==> config.mk <==
export PLATFORM = sky130hd
export DESIGN_NAME = tmr_timer8
export DESIGN_NICKNAME = d
export VERILOG_FILES = /design/src/tmr_pkg.sv /design/src/tmr_timer8.sv
export VERILOG_INCLUDE_DIRS = /design/src /design/src/src
export SDC_FILE = /design/constraint.sdc
export NUM_CORES = 1
export LEC_CHECK = 0
export BUFFER_PORTS_ARGS = -buffer_cell sky130_fd_sc_hd__buf_2
export CORE_ASPECT_RATIO = 0.7
export CORE_MARGIN = 5
export CORE_UTILIZATION = 42
export DETAILED_ROUTE_END_ITERATION = 12
export PLACE_DENSITY_LB_ADDON = 0.05
export SETUP_SLACK_MARGIN = 0.4
export SYNTH_ARGS = -nofsm -noshare
export SYNTH_HDL_FRONTEND = slang
export SYNTH_SLANG_ARGS = --single-unit
==> constraint.sdc <==
create_clock -name clk_sys -period 4.7 [get_ports clk_sys]
set_input_delay 0.47 -clock clk_sys [delete_from_list [all_inputs] [get_ports clk_sys]]
set_output_delay 0.47 -clock clk_sys [all_outputs]
set_load 0.005 [all_outputs]
==> src/tmr_consts.svh <==
// constants for the 8-bit timer/counter: offsets, fields, count limits and encodings
`ifndef TMR_CONSTS_SVH
`define TMR_CONSTS_SVH
`define TMR_OFF_CTRLA   12'h000
`define TMR_OFF_CTRLB   12'h004
`define TMR_OFF_CTRLC   12'h008
`define TMR_OFF_COUNT   12'h00c
`define TMR_OFF_CMPA    12'h010
`define TMR_OFF_CMPB    12'h014
`define TMR_OFF_FLAGS   12'h018
`define TMR_OFF_IMASK   12'h01c
`define TMR_OFF_PORT    12'h020
`define TMR_OFF_DIR     12'h024
`define TMR_OFF_TICK    12'h028
`define TMR_BOTTOM      8'h00
`define TMR_MAX         8'hff
`define TMR_FLG_OVF     0
`define TMR_FLG_CMPA    1
`define TMR_FLG_CMPB    2
`define TMR_CS_STOP     3'h0
`define TMR_CS_SYS      3'h1
`define TMR_WGM_NORMAL  3'h0
`define TMR_WGM_PCMAX   3'h1
`define TMR_WGM_CTC     3'h2
`define TMR_WGM_FASTMAX 3'h3
`define TMR_WGM_PCTOP   3'h5
`define TMR_WGM_FASTTOP 3'h7
`define TMR_COM_NONE    2'h0
`define TMR_COM_TOGGLE  2'h1
`define TMR_COM_CLEAR   2'h2
`define TMR_COM_SET     2'h3
`endif

==> src/tmr_pkg.sv <==
// types for the 8-bit timer/counter
package tmr_pkg;
  typedef struct packed {
    logic [1:0] actionA;
    logic [1:0] actionB;
    logic [2:0] waveMode;
    logic [2:0] clockSourceSelect;
  } tmr_ctrl_s;
  typedef struct packed {
    logic ovf;
    logic cmpA;
    logic cmpB;
  } tmr_flags_s;
endpackage

==> src/tmr_timer8.sv <==
// 8-bit timer/counter with two compare channels and an apb slave
// ---------------------------------------------------------------
// Notes on behaviour
// - each tick clears, increments or decrements counter
// - clock source zero stops all ticks
// - counter readable and writable at any time
// - processor counter write beats count or clear
// - three-bit mode split across control a and b
// - overflow flag set per mode, raises interrupt
// - comparator flags equality per channel
// - match sets flag on following tick
// - flag cleared by service or writing one
// - pwm modes buffer compare, load at top/bottom
// - normal and clear-on-match write compare directly
// - force strobe acts like match outside pwm modes, no flag
// - counter write blocks matches on next tick
// - output action bits take effect immediately
// - reset clears both wave output states
// - nonzero action overrides port pin output
// - action zero leaves output state unchanged
// - action bits never alter counting sequence
// - pwm inverts or not, or toggles; others set/clear/toggle
// - wave states kept across mode changes
// - bottom is zero, max is ff
// - normal mode wraps and flags overflow at zero
// - clear-on-match mode uses compare a as top
// - fast pwm top ff or compare a
// ---------------------------------------------------------------
`timescale 1ns/1ps
`include "tmr_consts.svh"
module tmr_timer8
  import tmr_pkg::*;
(
  input  wire logic        clk_sys,
  input  wire logic        rst_n,
  input  wire logic        psel,
  input  wire logic        penable,
  input  wire logic        pwrite,
  input  wire logic [11:0] paddr,
  input  wire logic [31:0] pwdata,
  output logic             pready,
  output logic      [31:0] prdata,
  output logic             pslverr,
  input  wire logic        extTick,
  input  wire logic        irqAckOvf,
  input  wire logic        irqAckA,
  input  wire logic        irqAckB,
  output logic             irqOvf,
  output logic             irqA,
  output logic             irqB,
  output logic             waveOutAOut,
  output logic             waveOutAOe,
  output logic             waveOutBOut,
  output logic             waveOutBOe
);

  // ---------------------------------------------------------------
  // state
  // ---------------------------------------------------------------
  tmr_ctrl_s  ctrl,        next_ctrl;
  tmr_flags_s flags,       next_flags;
  logic [2:0] imask,       next_imask;
  logic [7:0] counterValue, next_counterValue;
  logic [7:0] cmpA,        next_cmpA;
  logic [7:0] cmpB,        next_cmpB;
  logic [7:0] bufA,        next_bufA;
  logic [7:0] bufB,        next_bufB;
  logic       waveA,       next_waveA;
  logic       waveB,       next_waveB;
  logic       countDown,   next_countDown;
  logic       blockMatch,  next_blockMatch;
  logic       matchPendA,  next_matchPendA;
  logic       matchPendB,  next_matchPendB;
  logic [1:0] portOut,     next_portOut;
  logic [1:0] portDir,     next_portDir;
  logic       tickSync1,   tickSync2,  tickSync3;
  logic [31:0] next_prdata;

  // ---------------------------------------------------------------
  // decode
  // ---------------------------------------------------------------
  logic       wrEn;
  logic       rdEn;
  logic       known;
  logic       tick;
  logic       pwmMode;
  logic       dualSlope;
  logic [7:0] topValue;
  logic       atTop;
  logic       atBottom;
  logic       eqA;
  logic       eqB;
  logic       matchA;
  logic       matchB;
  logic       wrCount;

  assign wrEn    = psel && penable && pwrite;
  assign rdEn    = psel && penable && !pwrite;
  assign pready  = 1'b1;
  assign pslverr = psel && penable && !known;
  assign wrCount = wrEn && (paddr == `TMR_OFF_COUNT);

  always_comb
  begin
    unique case (paddr)
      `TMR_OFF_CTRLA, `TMR_OFF_CTRLB, `TMR_OFF_CTRLC, `TMR_OFF_COUNT,
      `TMR_OFF_CMPA, `TMR_OFF_CMPB, `TMR_OFF_FLAGS, `TMR_OFF_IMASK,
      `TMR_OFF_PORT, `TMR_OFF_DIR, `TMR_OFF_TICK: known = 1'b1;
      default: known = 1'b0;
    endcase
  end

  // external tick arrives from a pin: two flops then edge detect
  always_ff @(posedge clk_sys)
  begin
    if (!rst_n)
    begin
      tickSync1 <= 1'b0;
      tickSync2 <= 1'b0;
      tickSync3 <= 1'b0;
    end
    else
    begin
      tickSync1 <= extTick;
      tickSync2 <= tickSync1;
      tickSync3 <= tickSync2;
    end
  end

  // tick is a one-cycle enable; zero source stops it
  always_comb
  begin
    unique case (ctrl.clockSourceSelect)
      `TMR_CS_STOP: tick = 1'b0;
      `TMR_CS_SYS:  tick = 1'b1;
      default:      tick = tickSync2 && !tickSync3;
    endcase
  end

  // ---------------------------------------------------------------
  // mode decode
  // ---------------------------------------------------------------
  always_comb
  begin
    pwmMode   = ctrl.waveMode[0];
    dualSlope = (ctrl.waveMode == `TMR_WGM_PCMAX) || (ctrl.waveMode == `TMR_WGM_PCTOP);
    if (ctrl.waveMode[2] || ctrl.waveMode == `TMR_WGM_CTC)
      topValue = cmpA;
    else
      topValue = `TMR_MAX;
  end

  assign atTop    = (counterValue == topValue);
  assign atBottom = (counterValue == `TMR_BOTTOM);
  assign eqA      = (counterValue == cmpA);
  assign eqB      = (counterValue == cmpB);
  assign matchA   = tick && eqA && !blockMatch;
  assign matchB   = tick && eqB && !blockMatch;

  // ---------------------------------------------------------------
  // counter, compare and flags
  // ---------------------------------------------------------------
  always_comb
  begin
    next_ctrl         = ctrl;
    next_imask        = imask;
    next_flags        = flags;
    next_counterValue = counterValue;
    next_cmpA         = cmpA;
    next_cmpB         = cmpB;
    next_bufA         = bufA;
    next_bufB         = bufB;
    next_countDown    = countDown;
    next_portOut      = portOut;
    next_portDir      = portDir;
    next_blockMatch   = blockMatch;
    next_matchPendA   = matchPendA;
    next_matchPendB   = matchPendB;
    if (wrCount)
      next_blockMatch = 1'b1;
    else if (tick)
      next_blockMatch = 1'b0;
    // count sequence depends only on the mode field and, as top, compare a
    if (tick)
    begin
      if (dualSlope)
      begin
        if (atTop)
        begin
          next_countDown    = 1'b1;
          next_counterValue = counterValue - 8'h01;
        end
        else if (atBottom && countDown)
        begin
          next_countDown    = 1'b0;
          next_counterValue = counterValue + 8'h01;
        end
        else if (countDown)
          next_counterValue = counterValue - 8'h01;
        else
          next_counterValue = counterValue + 8'h01;
      end
      else if (ctrl.waveMode != `TMR_WGM_NORMAL && atTop)
      begin
        next_countDown    = 1'b0;
        next_counterValue = `TMR_BOTTOM;
      end
      else
      begin
        next_countDown    = 1'b0;
        next_counterValue = counterValue + 8'h01;
      end
    end
    // overflow: at wrap to zero, at top in fast pwm, at bottom in dual slope
    if (tick && ((!pwmMode && counterValue == `TMR_MAX)
                 || (pwmMode && !dualSlope && atTop)
                 || (dualSlope && atBottom && countDown)))
      next_flags.ovf = 1'b1;
    else if (irqAckOvf || (wrEn && paddr == `TMR_OFF_FLAGS && pwdata[`TMR_FLG_OVF]))
      next_flags.ovf = 1'b0;
    // match flags set on the tick after the match
    if (tick)
    begin
      next_matchPendA = matchA;
      next_matchPendB = matchB;
    end
    if (tick && matchPendA)
      next_flags.cmpA = 1'b1;
    else if (irqAckA || (wrEn && paddr == `TMR_OFF_FLAGS && pwdata[`TMR_FLG_CMPA]))
      next_flags.cmpA = 1'b0;
    if (tick && matchPendB)
      next_flags.cmpB = 1'b1;
    else if (irqAckB || (wrEn && paddr == `TMR_OFF_FLAGS && pwdata[`TMR_FLG_CMPB]))
      next_flags.cmpB = 1'b0;
    // double buffered compare values in pwm modes
    if (pwmMode && tick && (dualSlope ? atTop : atBottom))
    begin
      next_cmpA = bufA;
      next_cmpB = bufB;
    end
    if (wrEn)
    begin
      unique case (paddr)
        `TMR_OFF_CTRLA:
        begin
          next_ctrl.actionA      = pwdata[7:6];
          next_ctrl.actionB      = pwdata[5:4];
          next_ctrl.waveMode[1:0] = pwdata[1:0];
        end
        `TMR_OFF_CTRLB:
        begin
          next_ctrl.waveMode[2]       = pwdata[3];
          next_ctrl.clockSourceSelect = pwdata[2:0];
        end
        `TMR_OFF_COUNT: next_counterValue = pwdata[7:0];
        `TMR_OFF_CMPA:
        begin
          next_bufA = pwdata[7:0];
          if (!pwmMode)
            next_cmpA = pwdata[7:0];
        end
        `TMR_OFF_CMPB:
        begin
          next_bufB = pwdata[7:0];
          if (!pwmMode)
            next_cmpB = pwdata[7:0];
        end
        `TMR_OFF_IMASK: next_imask   = pwdata[2:0];
        `TMR_OFF_PORT:  next_portOut = pwdata[1:0];
        `TMR_OFF_DIR:   next_portDir = pwdata[1:0];
        default: ;
      endcase
    end
  end

  // ---------------------------------------------------------------
  // wave output state
  // ---------------------------------------------------------------
  function automatic logic waveNext(input logic cur, input logic [1:0] act,
                                    input logic pwm, input logic dual,
                                    input logic down, input logic hit,
                                    input logic bottomHit);
    logic r;
    r = cur;
    if (act == `TMR_COM_NONE)
      r = cur;
    else if (!pwm || act == `TMR_COM_TOGGLE)
    begin
      if (hit)
        r = (act == `TMR_COM_TOGGLE) ? !cur : (act == `TMR_COM_SET);
    end
    else if (dual)
    begin
      if (hit)
        r = (act == `TMR_COM_SET) ^ down;
    end
    else if (hit)
      r = (act == `TMR_COM_SET);
    else if (bottomHit)
      r = (act == `TMR_COM_CLEAR);
    return r;
  endfunction

  logic forceA;
  logic forceB;
  logic wrapTick;
  assign forceA   = wrEn && paddr == `TMR_OFF_CTRLC && pwdata[7] && !pwmMode;
  assign forceB   = wrEn && paddr == `TMR_OFF_CTRLC && pwdata[6] && !pwmMode;
  assign wrapTick = tick && pwmMode && !dualSlope && atTop;

  always_comb
  begin
    next_waveA = waveNext(waveA, ctrl.actionA, pwmMode, dualSlope, countDown,
                          matchA || forceA, wrapTick);
    next_waveB = waveNext(waveB, ctrl.actionB, pwmMode, dualSlope, countDown,
                          matchB || forceB, wrapTick);
  end

  // ---------------------------------------------------------------
  // readback
  // ---------------------------------------------------------------
  always_comb
  begin
    next_prdata = 32'h0000_0000;
    if (rdEn)
    begin
      unique case (paddr)
        `TMR_OFF_CTRLA: next_prdata = {24'h0, ctrl.actionA, ctrl.actionB, 2'h0,
                                       ctrl.waveMode[1:0]};
        `TMR_OFF_CTRLB: next_prdata = {28'h0, ctrl.waveMode[2], ctrl.clockSourceSelect};
        `TMR_OFF_COUNT: next_prdata = {24'h0, counterValue};
        `TMR_OFF_CMPA:  next_prdata = {24'h0, pwmMode ? bufA : cmpA};
        `TMR_OFF_CMPB:  next_prdata = {24'h0, pwmMode ? bufB : cmpB};
        `TMR_OFF_FLAGS: next_prdata = {29'h0, flags.cmpB, flags.cmpA, flags.ovf};
        `TMR_OFF_IMASK: next_prdata = {29'h0, imask};
        `TMR_OFF_PORT:  next_prdata = {30'h0, portOut};
        `TMR_OFF_DIR:   next_prdata = {30'h0, portDir};
        `TMR_OFF_TICK:  next_prdata = {29'h0, countDown, waveB, waveA};
        default:        next_prdata = 32'h0000_0000;
      endcase
    end
  end
  assign prdata = next_prdata;

  always_ff @(posedge clk_sys)
  begin
    if (!rst_n)
    begin
      ctrl         <= '0;
      flags        <= '0;
      imask        <= 3'h0;
      counterValue <= 8'h00;
      cmpA         <= 8'h00;
      cmpB         <= 8'h00;
      bufA         <= 8'h00;
      bufB         <= 8'h00;
      waveA        <= 1'b0;
      waveB        <= 1'b0;
      countDown    <= 1'b0;
      blockMatch   <= 1'b0;
      matchPendA   <= 1'b0;
      matchPendB   <= 1'b0;
      portOut      <= 2'h0;
      portDir      <= 2'h0;
    end
    else
    begin
      ctrl         <= next_ctrl;
      flags        <= next_flags;
      imask        <= next_imask;
      counterValue <= next_counterValue;
      cmpA         <= next_cmpA;
      cmpB         <= next_cmpB;
      bufA         <= next_bufA;
      bufB         <= next_bufB;
      waveA        <= next_waveA;
      waveB        <= next_waveB;
      countDown    <= next_countDown;
      blockMatch   <= next_blockMatch;
      matchPendA   <= next_matchPendA;
      matchPendB   <= next_matchPendB;
      portOut      <= next_portOut;
      portDir      <= next_portDir;
    end
  end

  // ---------------------------------------------------------------
  // pins and interrupts
  // ---------------------------------------------------------------
  assign waveOutAOut = (ctrl.actionA != `TMR_COM_NONE) ? waveA : portOut[0];
  assign waveOutBOut = (ctrl.actionB != `TMR_COM_NONE) ? waveB : portOut[1];
  assign waveOutAOe  = portDir[0];
  assign waveOutBOe  = portDir[1];
  assign irqOvf      = flags.ovf && imask[`TMR_FLG_OVF];
  assign irqA        = flags.cmpA && imask[`TMR_FLG_CMPA];
  assign irqB        = flags.cmpB && imask[`TMR_FLG_CMPB];

  // ---------------------------------------------------------------
  // checks
  // ---------------------------------------------------------------
  property p_stopped;
    @(posedge clk_sys) disable iff (!rst_n)
      (ctrl.clockSourceSelect == `TMR_CS_STOP && !wrEn) |=> $stable(counterValue);
  endproperty
  a_stopped: assert property (p_stopped) else $error("counter moved while stopped");

  property p_wrprio;
    @(posedge clk_sys) disable iff (!rst_n)
      wrCount |=> counterValue == $past(pwdata[7:0]);
  endproperty
  a_wrprio: assert property (p_wrprio) else $error("counter write lost");

  property p_cmpflag;
    @(posedge clk_sys) disable iff (!rst_n)
      (tick && matchPendA) |=> flags.cmpA;
  endproperty
  a_cmpflag: assert property (p_cmpflag) else $error("compare flag a not set");

  property p_block;
    @(posedge clk_sys) disable iff (!rst_n)
      wrCount |=> !matchA && !matchB;
  endproperty
  a_block: assert property (p_block) else $error("match not blocked after write");

  property p_normwrap;
    @(posedge clk_sys) disable iff (!rst_n)
      (tick && !wrEn && ctrl.waveMode == `TMR_WGM_NORMAL && counterValue == `TMR_MAX)
        |=> counterValue == `TMR_BOTTOM && flags.ovf;
  endproperty
  a_normwrap: assert property (p_normwrap) else $error("normal wrap wrong");

  property p_ctcclear;
    @(posedge clk_sys) disable iff (!rst_n)
      (tick && !wrEn && ctrl.waveMode == `TMR_WGM_CTC && eqA) |=> counterValue == `TMR_BOTTOM;
  endproperty
  a_ctcclear: assert property (p_ctcclear) else $error("ctc did not clear");

  property p_none;
    @(posedge clk_sys) disable iff (!rst_n)
      (ctrl.actionA == `TMR_COM_NONE) |=> waveA == $past(waveA);
  endproperty
  a_none: assert property (p_none) else $error("wave a changed with no action");

  property p_direct;
    @(posedge clk_sys) disable iff (!rst_n)
      (wrEn && paddr == `TMR_OFF_CMPA && !pwmMode) |=> cmpA == $past(pwdata[7:0]);
  endproperty
  a_direct: assert property (p_direct) else $error("direct compare write lost");

endmodule

; After elaboration in Yosys (flattened, before gate mapping)
; Cells that the tools add are included.
[classes]
addsub = 2
multipliers = 0
n_div = 0
order_cmp = 0
eq_ne = 29
shift = 0
n_mux = 51
n_bitwise = 4
reduce_logical = 80
[ops]
columns = operator, n
row1 = two-way mux 8 bit, 20
row2 = case mux 8 bit (10 select lines), 1
row3 = "equality test 12 x 5 -> 1 bit, second input constant", 4
row4 = "equality test 12 x 6 -> 1 bit, second input constant", 3
row5 = logical AND 1 bit, 36
row6 = two-way mux 1 bit, 29
row7 = "equality test 12 x 4 -> 1 bit, second input constant", 2
row8 = equality test 8 bit, 3
row9 = AND reduction 2 bit, 8
row10 = nonzero test 2 bit, 8
row11 = "equality test 12 x 3 -> 1 bit, second input constant", 1
row12 = logical NOT 12 bit, 1
row13 = logical OR 1 bit, 11
row14 = OR reduction 11 bit, 1
row15 = "adder 8 x 1 -> 8 bit, second input constant", 1
row16 = "equality test 2 bit, second input constant", 4
row17 = "equality test 8 bit, second input constant", 1
row18 = logical NOT 1 bit, 8
row19 = logical NOT 8 bit, 1
row20 = AND reduction 4 bit, 2
row21 = "subtractor 8 x 1 -> 8 bit, second input constant", 1
row22 = "equality test 3 x 1 -> 1 bit, second input constant", 2
row23 = "equality test 2 x 1 -> 1 bit, second input constant", 2
row24 = logical NOT 2 bit, 2
row25 = 10 further kinds, 14
[word_totals]
regBits = 69
latch_bits = 0
ramBits = 0
rom_bits = 0
output_inout_bits = 41
mem_count = 0

; Longest topological paths before layout
; Gate-level depths: netlist of the first run.
[depth]
depth_word = 10
depth_mapped = 11

; Least setup slack after synthesis of the first run
; OpenSTA, ideal clock, no wires.
[synth_path]
path_kind = input -> output
start = in paddr[9]
end = out prdata[1]
arrival_ns = 2.199
t_required_ns = 4.230
slack_ns = 2.031
stages = 7
cell_sequence = or4_4 or2_4 nor3b_4 nand3_2 o21ai_0 a221oi_1 a31oi_1
[synth_between]
elab_chain_len = 3
word_cells_on_any_way = 12
[synth_rtl]
columns = element, line_no
row1 = from (decl), tmr_timer8.sv:39  ; input wire logic [11:0] paddr,
row2 = equality test 12 x 6 -> 1 bit (tied with other cells), tmr_timer8.sv:327  ; unique case (paddr)
row3 = case mux 8 bit (10 select lines) (*), tmr_timer8.sv:327
row4 = two-way mux 8 bit (*), tmr_timer8.sv:325  ; if (rdEn)
row5 = to (decl), tmr_timer8.sv:42  ; output logic [31:0] prdata,
; Every way passes the cells marked *; elsewhere a longest branch is shown, timed or not.

; Final worst setup path of the first run
[layout_path]
start = in paddr[9]
end = out prdata[5]
; The elaborated chain is that of the path after synthesis.

==> results.yml, run 1 <==
cells_and_area:
  fin_util_pct: 46.9
  final_nets: 661
  final_cells: 763
  area_growth_syn_to_layout_pct: 10.3
  diodes: 0
  layout_common_cells: "69 x dfxtp_1, 62 x nand2_1, 55 x a21oi_1"
  mostFrequentLayoutCell: "dfxtp_1"
  drive_gt1_share_pct: 15.4
routing:
  wl_per_cell_um: 19.7
  drt_iter0_markers: 381
  wirelength_um: 15000
  drc: 0
  viasPerCell: 5.71
  detail-route-antenna-nets: 0
  vias: 4354
  dr.pass1.iters: 5
floorplan:
  dieHeight_um: 98.0
  core_um2: 10900
  start_util_pct: 42.5
  dieArea_um2: 13300
  die_x_um: 136
  pin_count: 94
  fp-row-count: 32
cts:
  post_cts_resized: 0
  numCtsBuffers: 9
  clock_sinks: 69
  clockBufferDepth: 2
  path_clk_slew_ns: 0.06
  cts_root_buf: "clkbuf_16"
  cts_setup_buffers: 0
  clock_latency_ns: 0.33
  ctsHoldBuffers: 0
  cts_tree: "yes"
  ctsHtreeMaxLevel: 3
global_routing:
  grt_max_degree: 38
  grt_usage_pct: 22.9
  grt.overflow.total: 0
  grt_pass1_vias: 4097
  antenna_found_initial: 0
  use_met1_pct: 34.2
  grt_pass1_wl_um: 23500
  grt_util_met3_pct: 5.97
  met2_usage_pct: 32.1
  grt.busiest_layer: "met1"
timing:
  relSlewSlack_pct: 43.7
  finalSetupViolations: 0
  period_share_pct: 69.7
  setup_tns_ns: 0
  finalClockSkew_ns: 0.00578
  min_period_ns: 3.27
  hold_slack_ns: 0.349
  slew_violations: 0
  worst_pin_slew_ns: 0.838
  rsz0062_at_grt: "false"
  final_hold_viol_count: 0
  max_freq_mhz: 305
worst_hold_path:
  whs_path_depth: 2
  hold_class: "in2reg"
  hold_path_startpoint: "extTick"
  hold_end: "tickSync1"
synth:
  synthMuxAreaShare_pct: 12.6
  syn-cell-area_um2: 4650
  synth_xor_area_share_pct: 3.01
  synth_compound_area_share_pct: 21.0
  synth_top_family_by_area: "simple AND/OR/NAND/NOR gates"
  syn_inst: 587
  synth_edf_count: 0
  yosysWarnings: 0
  synth_cell_type_count: 69
  synthAdderAreaFrac_pct: 0.807
  synth_area_leaders: "dfxtp_1 30%, mux2i_1 11%, a21oi_1 5.9%"
  synth.avg_cell_area_um2: 7.92
  synthArstFlopShare_pct: 0
  synth-seq-cells: 69
  yosysTopAreaCellShare_pct: 29.7
  synth-seq-area-share_pct: 29.7
  synth_top_area_cell: "dfxtp_1"
  yosys.area_share.simple_pct: 24.3
  synth_top_flop_cell: "dfxtp_1"
power_and_ir_drop:
  peakVddDrop_mv: 0.188
  power_density_nw_per_um2: 265
  cellLeakagePower_nw: 1.86
  p_total_mw: 1.36
worst_setup_path:
  crit_type: "in2out"
  r2r-end: "cmpB[1]"
  critPathLaunchType: "primary input"
  endpoint_kind: "primary output"
  regToRegSetupSlack_ns: 1.47
  crit_family: "simple AND/OR/NAND/NOR gates"
  worstPathMaxFanout: 9
  worstPathCellList: "buf_2 > or4_4 > or2_4 > nor3b_4 > nand3_2 > o22ai_1 > a221oi_1 > nor2_1 > buf_2"
  slowest_stage: "or4_4"
  slowest_delay_ns: 0.57
  arrival_ns: 2.80
  worstReg2RegStart: "counterValue[5]"
  worstPathRequired_ns: 4.23
  worstSetupStartpoint: "paddr[9]"
  critPathMostFrequentCell: "buf_2"
  critPathBufInv: 2
  ff2ff_path_depth: 7
placement:
  dp.cells: 747
  dp_hpwl_um: 11000
  io_buffers: 44
  place_congestion: 0.893
run:
  maxCapViolCount: 0
outcome:
  status: "finished clean"
through the flow:
stage	worst slack (ns)	area [um2]
after global routing	1.22	5130
final	1.43	5130
after global placement	1.45	4830
after floorplan	2.03	4740
after detailed placement	1.46	4830
after CTS	1.45	5130
area by class of cell:
cell class / instances / area, um2
fillers: 1128 / 5800
clock inverters: 6 / 71.3
clock buffers: 10 / 229
multi-input cells: 468 / 2970
repair buffers: 48 / 250
well taps: 153 / 191
inverters: 9 / 33.8
flip-flops and latches: 69 / 1380
synth_stat cells (all sizes together), types with 2 or more instances:
library cell / number
o22a: 2
a221oi: 6
o211a: 2
a31oi: 13
mux2: 6
nand2: 64
ha: 3
inv: 8
mux2i: 52
or3: 7
o2111a: 2
and3: 5
nor4b: 2
nor3b: 2
or2: 7
nand3: 13
buf: 39
nand3b: 2
nand2b: 14
a41oi: 4
a22oi: 8
o41ai: 3
o31ai: 4
o211ai: 2
nor2: 50
dfxtp: 69
o21ai: 32
a21oi: 55
a211o: 2
nor2b: 6
nor4: 9
clkbuf: 25
nand4: 4
o22ai: 5
xnor2: 13
a32oi: 3
xor2: 3
a311oi: 2
and2: 10
nor3: 15
conb: 2
state kept, by name (all words and copies together), names as in the netlist, 3 cells and up:
| signal | cells |
|---|---|
| bufB | 8 |
| cmpA | 8 |
| counterValue | 8 |
| imask | 3 |
| flags | 3 |
| cmpB | 8 |
| ctrl | 10 |
| bufA | 8 |
worst max-delay path by stage:
stage               cells past startpoint   endpoint  slack, ns
finish                                  9  prdata[5]       1.43
global route                            9  prdata[1]       1.22
CTS                                     9  prdata[1]       1.45
detailed placement                      9  prdata[1]       1.46
global placement                        9  prdata[1]       1.45
floorplan                               7  prdata[1]       2.03
power by group:
group          internal, mW  switching, mW  total, mW
registers             0.587        0.00382      0.591
clock network         0.416          0.274      0.690
logic                0.0242         0.0555     0.0796
total                  1.03          0.333       1.36
routing by layer:
layer	up-vias	wire [um]
met2	177	6290
met4	0	274
li1	2107	-
met5	-	0
met3	27	1460
met1	2043	7020
cell families after synthesis:
kind of cell,Yosys count
other,2
AO/OA/AOI/OAI,152
buffers and inverters,73
XOR/XNOR,16
adder cells (fa/ha/maj),3
flip-flops,69
multiplexers,58
AND/OR/NAND/NOR,214
No activity file was read; power rests on OpenSTA's default activity.
==> run 2: changes to the inputs <==
- clock period: 4.7 -> 2.75 ns (I/O delays scaled with it)
==> results.yml, run 2 (same netlist as run 1, synthesis figures left out) <==
cells_and_area:
  final_nets: 710
  largest_reg_flops: 10
  layout_common_cells: "62 x nand2_1, 62 x dfxtp_1, 55 x a21oi_1"
  drive_gt1_share_pct: 28.3
  fin_util_pct: 53.4
  diodes: 0
  fillCellCount: 1019
  top_register: "ctrl"
  area_growth_syn_to_layout_pct: 25.6
global_routing:
  grt_pass1_wl_um: 24500
  grt_max_degree: 38
  antenna_found_initial: 0
  grt.busiest_layer: "met1"
  met2_usage_pct: 33.6
  grt_pass1_vias: 4178
  use_met1_pct: 36.8
  grt_usage_pct: 24.1
  grt_util_met3_pct: 5.46
  grt.overflow.total: 0
worst_setup_path:
  critPathMostFrequentCell: "buf_6"
  critPathBufInv: 3
  crit_family: "simple AND/OR/NAND/NOR gates"
  endpoint_kind: "primary output"
  critPathLaunchType: "primary input"
  worstPathCellList: "buf_6 > or4_4 > or2_4 > nor3b_4 > buf_6 > nand3_4 > o22ai_4 > a221oi_2 > nor2_1 > buf_2"
  cp.depth: 10
  arrival_ns: 2.23
  worstPathRequired_ns: 2.48
  slowest_delay_ns: 0.53
  crit_type: "in2out"
  ff2ff_path_depth: 10
  worstPathMaxFanout: 7
  slowest_stage: "or4_4"
timing:
  relSlewSlack_pct: 64.4
  final_hold_viol_count: 0
  period_share_pct: 91.2
  finalSetupViolations: 0
  worst_pin_slew_ns: 0.532
  min_period_ns: 2.51
  slew_violations: 0
  worst_slack_ns: 0.242
  finalClockSkew_ns: 0.0107
  hold_slack_ns: 0.143
  rsz0062_at_grt: "true"
  max_freq_mhz: 399
  setup_tns_ns: 0
floorplan:
  start_util_pct: 42.5
  core_um2: 10900
  pin_count: 94
  dieHeight_um: 98.0
  dieArea_um2: 13300
  fp-row-count: 32
  die_x_um: 136
cts:
  numCtsBuffers: 9
  path_clk_slew_ns: 0.06
  clock_latency_ns: 0.34
  ctsHtreeMaxLevel: 3
  clock_sinks: 69
  cts_root_buf: "clkbuf_16"
  cts_tree: "yes"
  clockBufferDepth: 2
routing:
  drt_iter0_markers: 422
  wl_per_cell_um: 20.1
  drc: 0
  vias: 4604
  wirelength_um: 16300
  detail-route-antenna-nets: 0
  dr.pass1.iters: 5
  viasPerCell: 5.68
run:
  maxCapViolCount: 0
placement:
  place_congestion: 0.912
  place_ws_ns: 0.0541
  io_buffers: 44
  dp_hpwl_um: 11800
power_and_ir_drop:
  cellLeakagePower_nw: 2.20
  peakVddDrop_mv: 0.329
  power_density_nw_per_um2: 404
outcome:
  status: "finished clean"
worst_hold_path:
  whs_path_depth: 2
  hold_class: "in2reg"
run 2: timing repair:
item,CTS,global route
setup buffers,7,12
hold buffers,0,0
pin swaps,14,21
resized for setup,35,40
endpoints found under the setup margin,33,32
run 2: final timing paths:
kind                    from         endpoint  slack [ns]
max                 paddr[9]        prdata[7]        0.24
min                  extTick        tickSync1        0.14
max reg2reg  counterValue[1]  counterValue[2]        0.49
min reg2reg        tickSync1        tickSync2        0.44
run 2: metal layers:
metal / vias up / wire [um]
met2: 151 / 7020
met5: - / 0
li1: 2203 / -
met1: 2232 / 7930
met4: 0 / 218
met3: 18 / 1120
run 2: stage by stage:
stage,cell area (um2),cells,power [mW]
6_report,5840,811,2.36
5_1_grt,5840,811,2.45
4_1_cts,5590,799,2.37
3_5_place_dp,5060,777,1.17
3_3_place_gp,5060,777,1.17
2_1_floorplan,4740,610,1.13
run 2: area by class of cell:
| cell class | count | area [um2] | share of cell area, % |
|---|---|---|---|
| clock buffer | 10 | 239 | 4.09 |
| clock inverter | 5 | 61.3 | 1.05 |
| inverter | 9 | 36.3 | 0.622 |
| multi-input combinational | 468 | 3240 | 55.4 |
| sequential | 69 | 1400 | 23.9 |
| tap | 153 | 191 | 3.28 |
| timing repair buffer | 97 | 677 | 11.6 |
run 2: worst reg2reg max path, delay by kind of cell, from the launching register on:
kind                   cells  cell delay (ns)
AO/OA/AOI/OAI              4             0.91
XOR/XNOR                   1             0.10
buffers and inverters      3             0.49
flip-flops                 1             0.37
multiplexers               1             0.23
AND/OR/NAND/NOR            1             0.09
run 2: power breakdown:
part,internal (mW),switching (mW)
Combinational,0.0538,0.109
Sequential,1.00,0.00245
Clock,0.723,0.467
Total,1.78,0.578
==> run 3: changes to the inputs <==
- RECOVER_POWER: unset -> 50
==> results.yml, run 3 (same netlist as run 1, synthesis figures left out) <==
timing:
  relSlewSlack_pct: 38.5
  worst_pin_slew_ns: 0.914
  rsz0062_at_grt: "true"
  min_period_ns: 2.58
  max_freq_mhz: 388
  slew_violations: 0
  period_share_pct: 93.8
  finalClockSkew_ns: 0.00887
  worst_slack_ns: 0.172
  setup_tns_ns: 0
  final_hold_viol_count: 0
  finalSetupViolations: 0
routing:
  detail-route-antenna-nets: 0
  wirelength_um: 16300
  drt_iter0_markers: 432
  viasPerCell: 5.73
  wl_per_cell_um: 20.1
  vias: 4644
  drc: 0
  dr.pass1.iters: 5
floorplan:
  start_util_pct: 42.5
  die_x_um: 136
  fp-row-count: 32
  pin_count: 94
  dieArea_um2: 13300
  core_um2: 10900
  dieHeight_um: 98.0
power_and_ir_drop:
  power_frac_comb_pct: 6.8
  peakVddDrop_mv: 0.331
  p_int_mw: 1.78
  swShare_pct: 24.6
  pwr-share-seq_pct: 42.6
  clock_power_share_pct: 50.6
  switching_power_uw: 579
  power_density_nw_per_um2: 408
  cellLeakagePower_nw: 2.15
outcome:
  status: "finished clean"
run:
  maxCapViolCount: 0
cells_and_area:
  area_growth_syn_to_layout_pct: 24.3
  fillCellCount: 1041
  top_register: "ctrl"
  drive_gt1_share_pct: 25.7
  diodes: 0
  largest_reg_flops: 10
  layout_common_cells: "62 x nand2_1, 62 x dfxtp_1, 55 x a21oi_1"
  final_nets: 710
global_routing:
  grt_pass1_vias: 4178
  grt_pass1_wl_um: 24500
  grt_usage_pct: 24.1
  antenna_found_initial: 0
  grt_max_degree: 38
  grt.overflow.total: 0
worst_setup_path:
  arrival_ns: 2.30
  crit_type: "in2out"
  r2r-end: "waveB"
  endpoint_kind: "primary output"
  worstPathRequired_ns: 2.48
  critPathLaunchType: "primary input"
  regToRegSetupSlack_ns: 0.27
  worstReg2RegStart: "counterValue[5]"
  worstSetupStartpoint: "paddr[9]"
  worstPathMaxFanout: 7
  ff2ff_path_depth: 9
placement:
  place_congestion: 0.912
  dp_hpwl_um: 11800
  io_buffers: 44
  place_ws_ns: 0.0541
cts:
  clock_latency_ns: 0.34
  path_clk_slew_ns: 0.06
  numCtsBuffers: 9
  cts_tree: "yes"
  ctsHtreeMaxLevel: 3
  clockBufferDepth: 2
  clock_sinks: 69
  cts_root_buf: "clkbuf_16"
worst_hold_path:
  hold_path_startpoint: "extTick"
  hold_class: "in2reg"
  hold_end: "tickSync1"
  whs_path_depth: 2
[run 3: cell types whose count changed in the layout (fill, tap and decap cells not counted), moves of 3 or more]
cell | previous run | this run
and2_1 | 9 | 6
clkbuf_1 | 0 | 9
buf_4 | 43 | 35
and2_0 | 0 | 3
[run 3: timing repair]
action / 4_1_cts / 5_1_grt
pin swaps: 14 / 21
gates resized for setup: 35 / 40
hold buffers: 0 / 0
buffers inserted: 7 / 12
setup endpoints to repair: 33 / 32
[run 3: routing by layer]
layer  vias up  wire length, um  global-route usage (%)
li1       2203                -                       -
met1      2250             7910                    36.8
met2       169             6970                    33.6
met3        22             1150                    5.46
met4         0              242                    6.43
met5         -                0                       0
[run 3: worst max-delay path, stage by stage]
cell and delay [ns]:
buf_6 0.09, or4_1 0.54, or2_0 0.28, nor3b_4 0.19
buf_6 0.16, nand3_4 0.16, o22ai_4 0.22, a221oi_2 0.05
nor2_1 0.18, buf_2 0.15
[run 3: worst max path at each step]
stage | endpoint | slack (ns) | depth (start not counted)
after floorplan | cmpA[0] | 0.41 | 9
after global placement | prdata[1] | 0.07 | 9
after detailed placement | prdata[1] | 0.05 | 9
after CTS | prdata[7] | 0.24 | 10
after global routing | prdata[6] | 0.11 | 10
final | prdata[7] | 0.17 | 10
[run 3: per-stage QoR]
stage               instance area [um2]  std cells  util [%]  hold slack, ns  power (mW)
floorplan                          4740        610         -           0.402        1.13
global placement                   5060        777      46.3           0.419        1.17
detailed placement                 5060        777      46.3           0.432        1.17
CTS                                5590        799      51.1           0.132        2.37
global route                       5780        811      52.9           0.160        2.44
finish                             5780        811      52.9           0.144        2.36
[run 3: area by class of cell]
| cell class | instances | area [um2] | share of cell area (%) |
|---|---|---|---|
| multi-input cells | 468 | 3210 | 55.5 |
| flip-flops and latches | 69 | 1400 | 24.2 |
| well taps | 153 | 191 | 3.31 |
| inverters | 9 | 36.3 | 0.628 |
| clock inverters | 5 | 61.3 | 1.06 |
| clock buffers | 10 | 239 | 4.14 |
| repair buffers | 97 | 644 | 11.2 |
[run 3: power by group through the flow]
stage | clock network, mW | registers, mW | logic, mW
finish | 1.19 | 1.00 | 0.160
global route | 1.27 | 1.00 | 0.173
CTS | 1.21 | 1.01 | 0.153
detailed placement | 0 | 1.03 | 0.147
global placement | 0 | 1.03 | 0.145
floorplan | 0 | 1.03 | 0.103
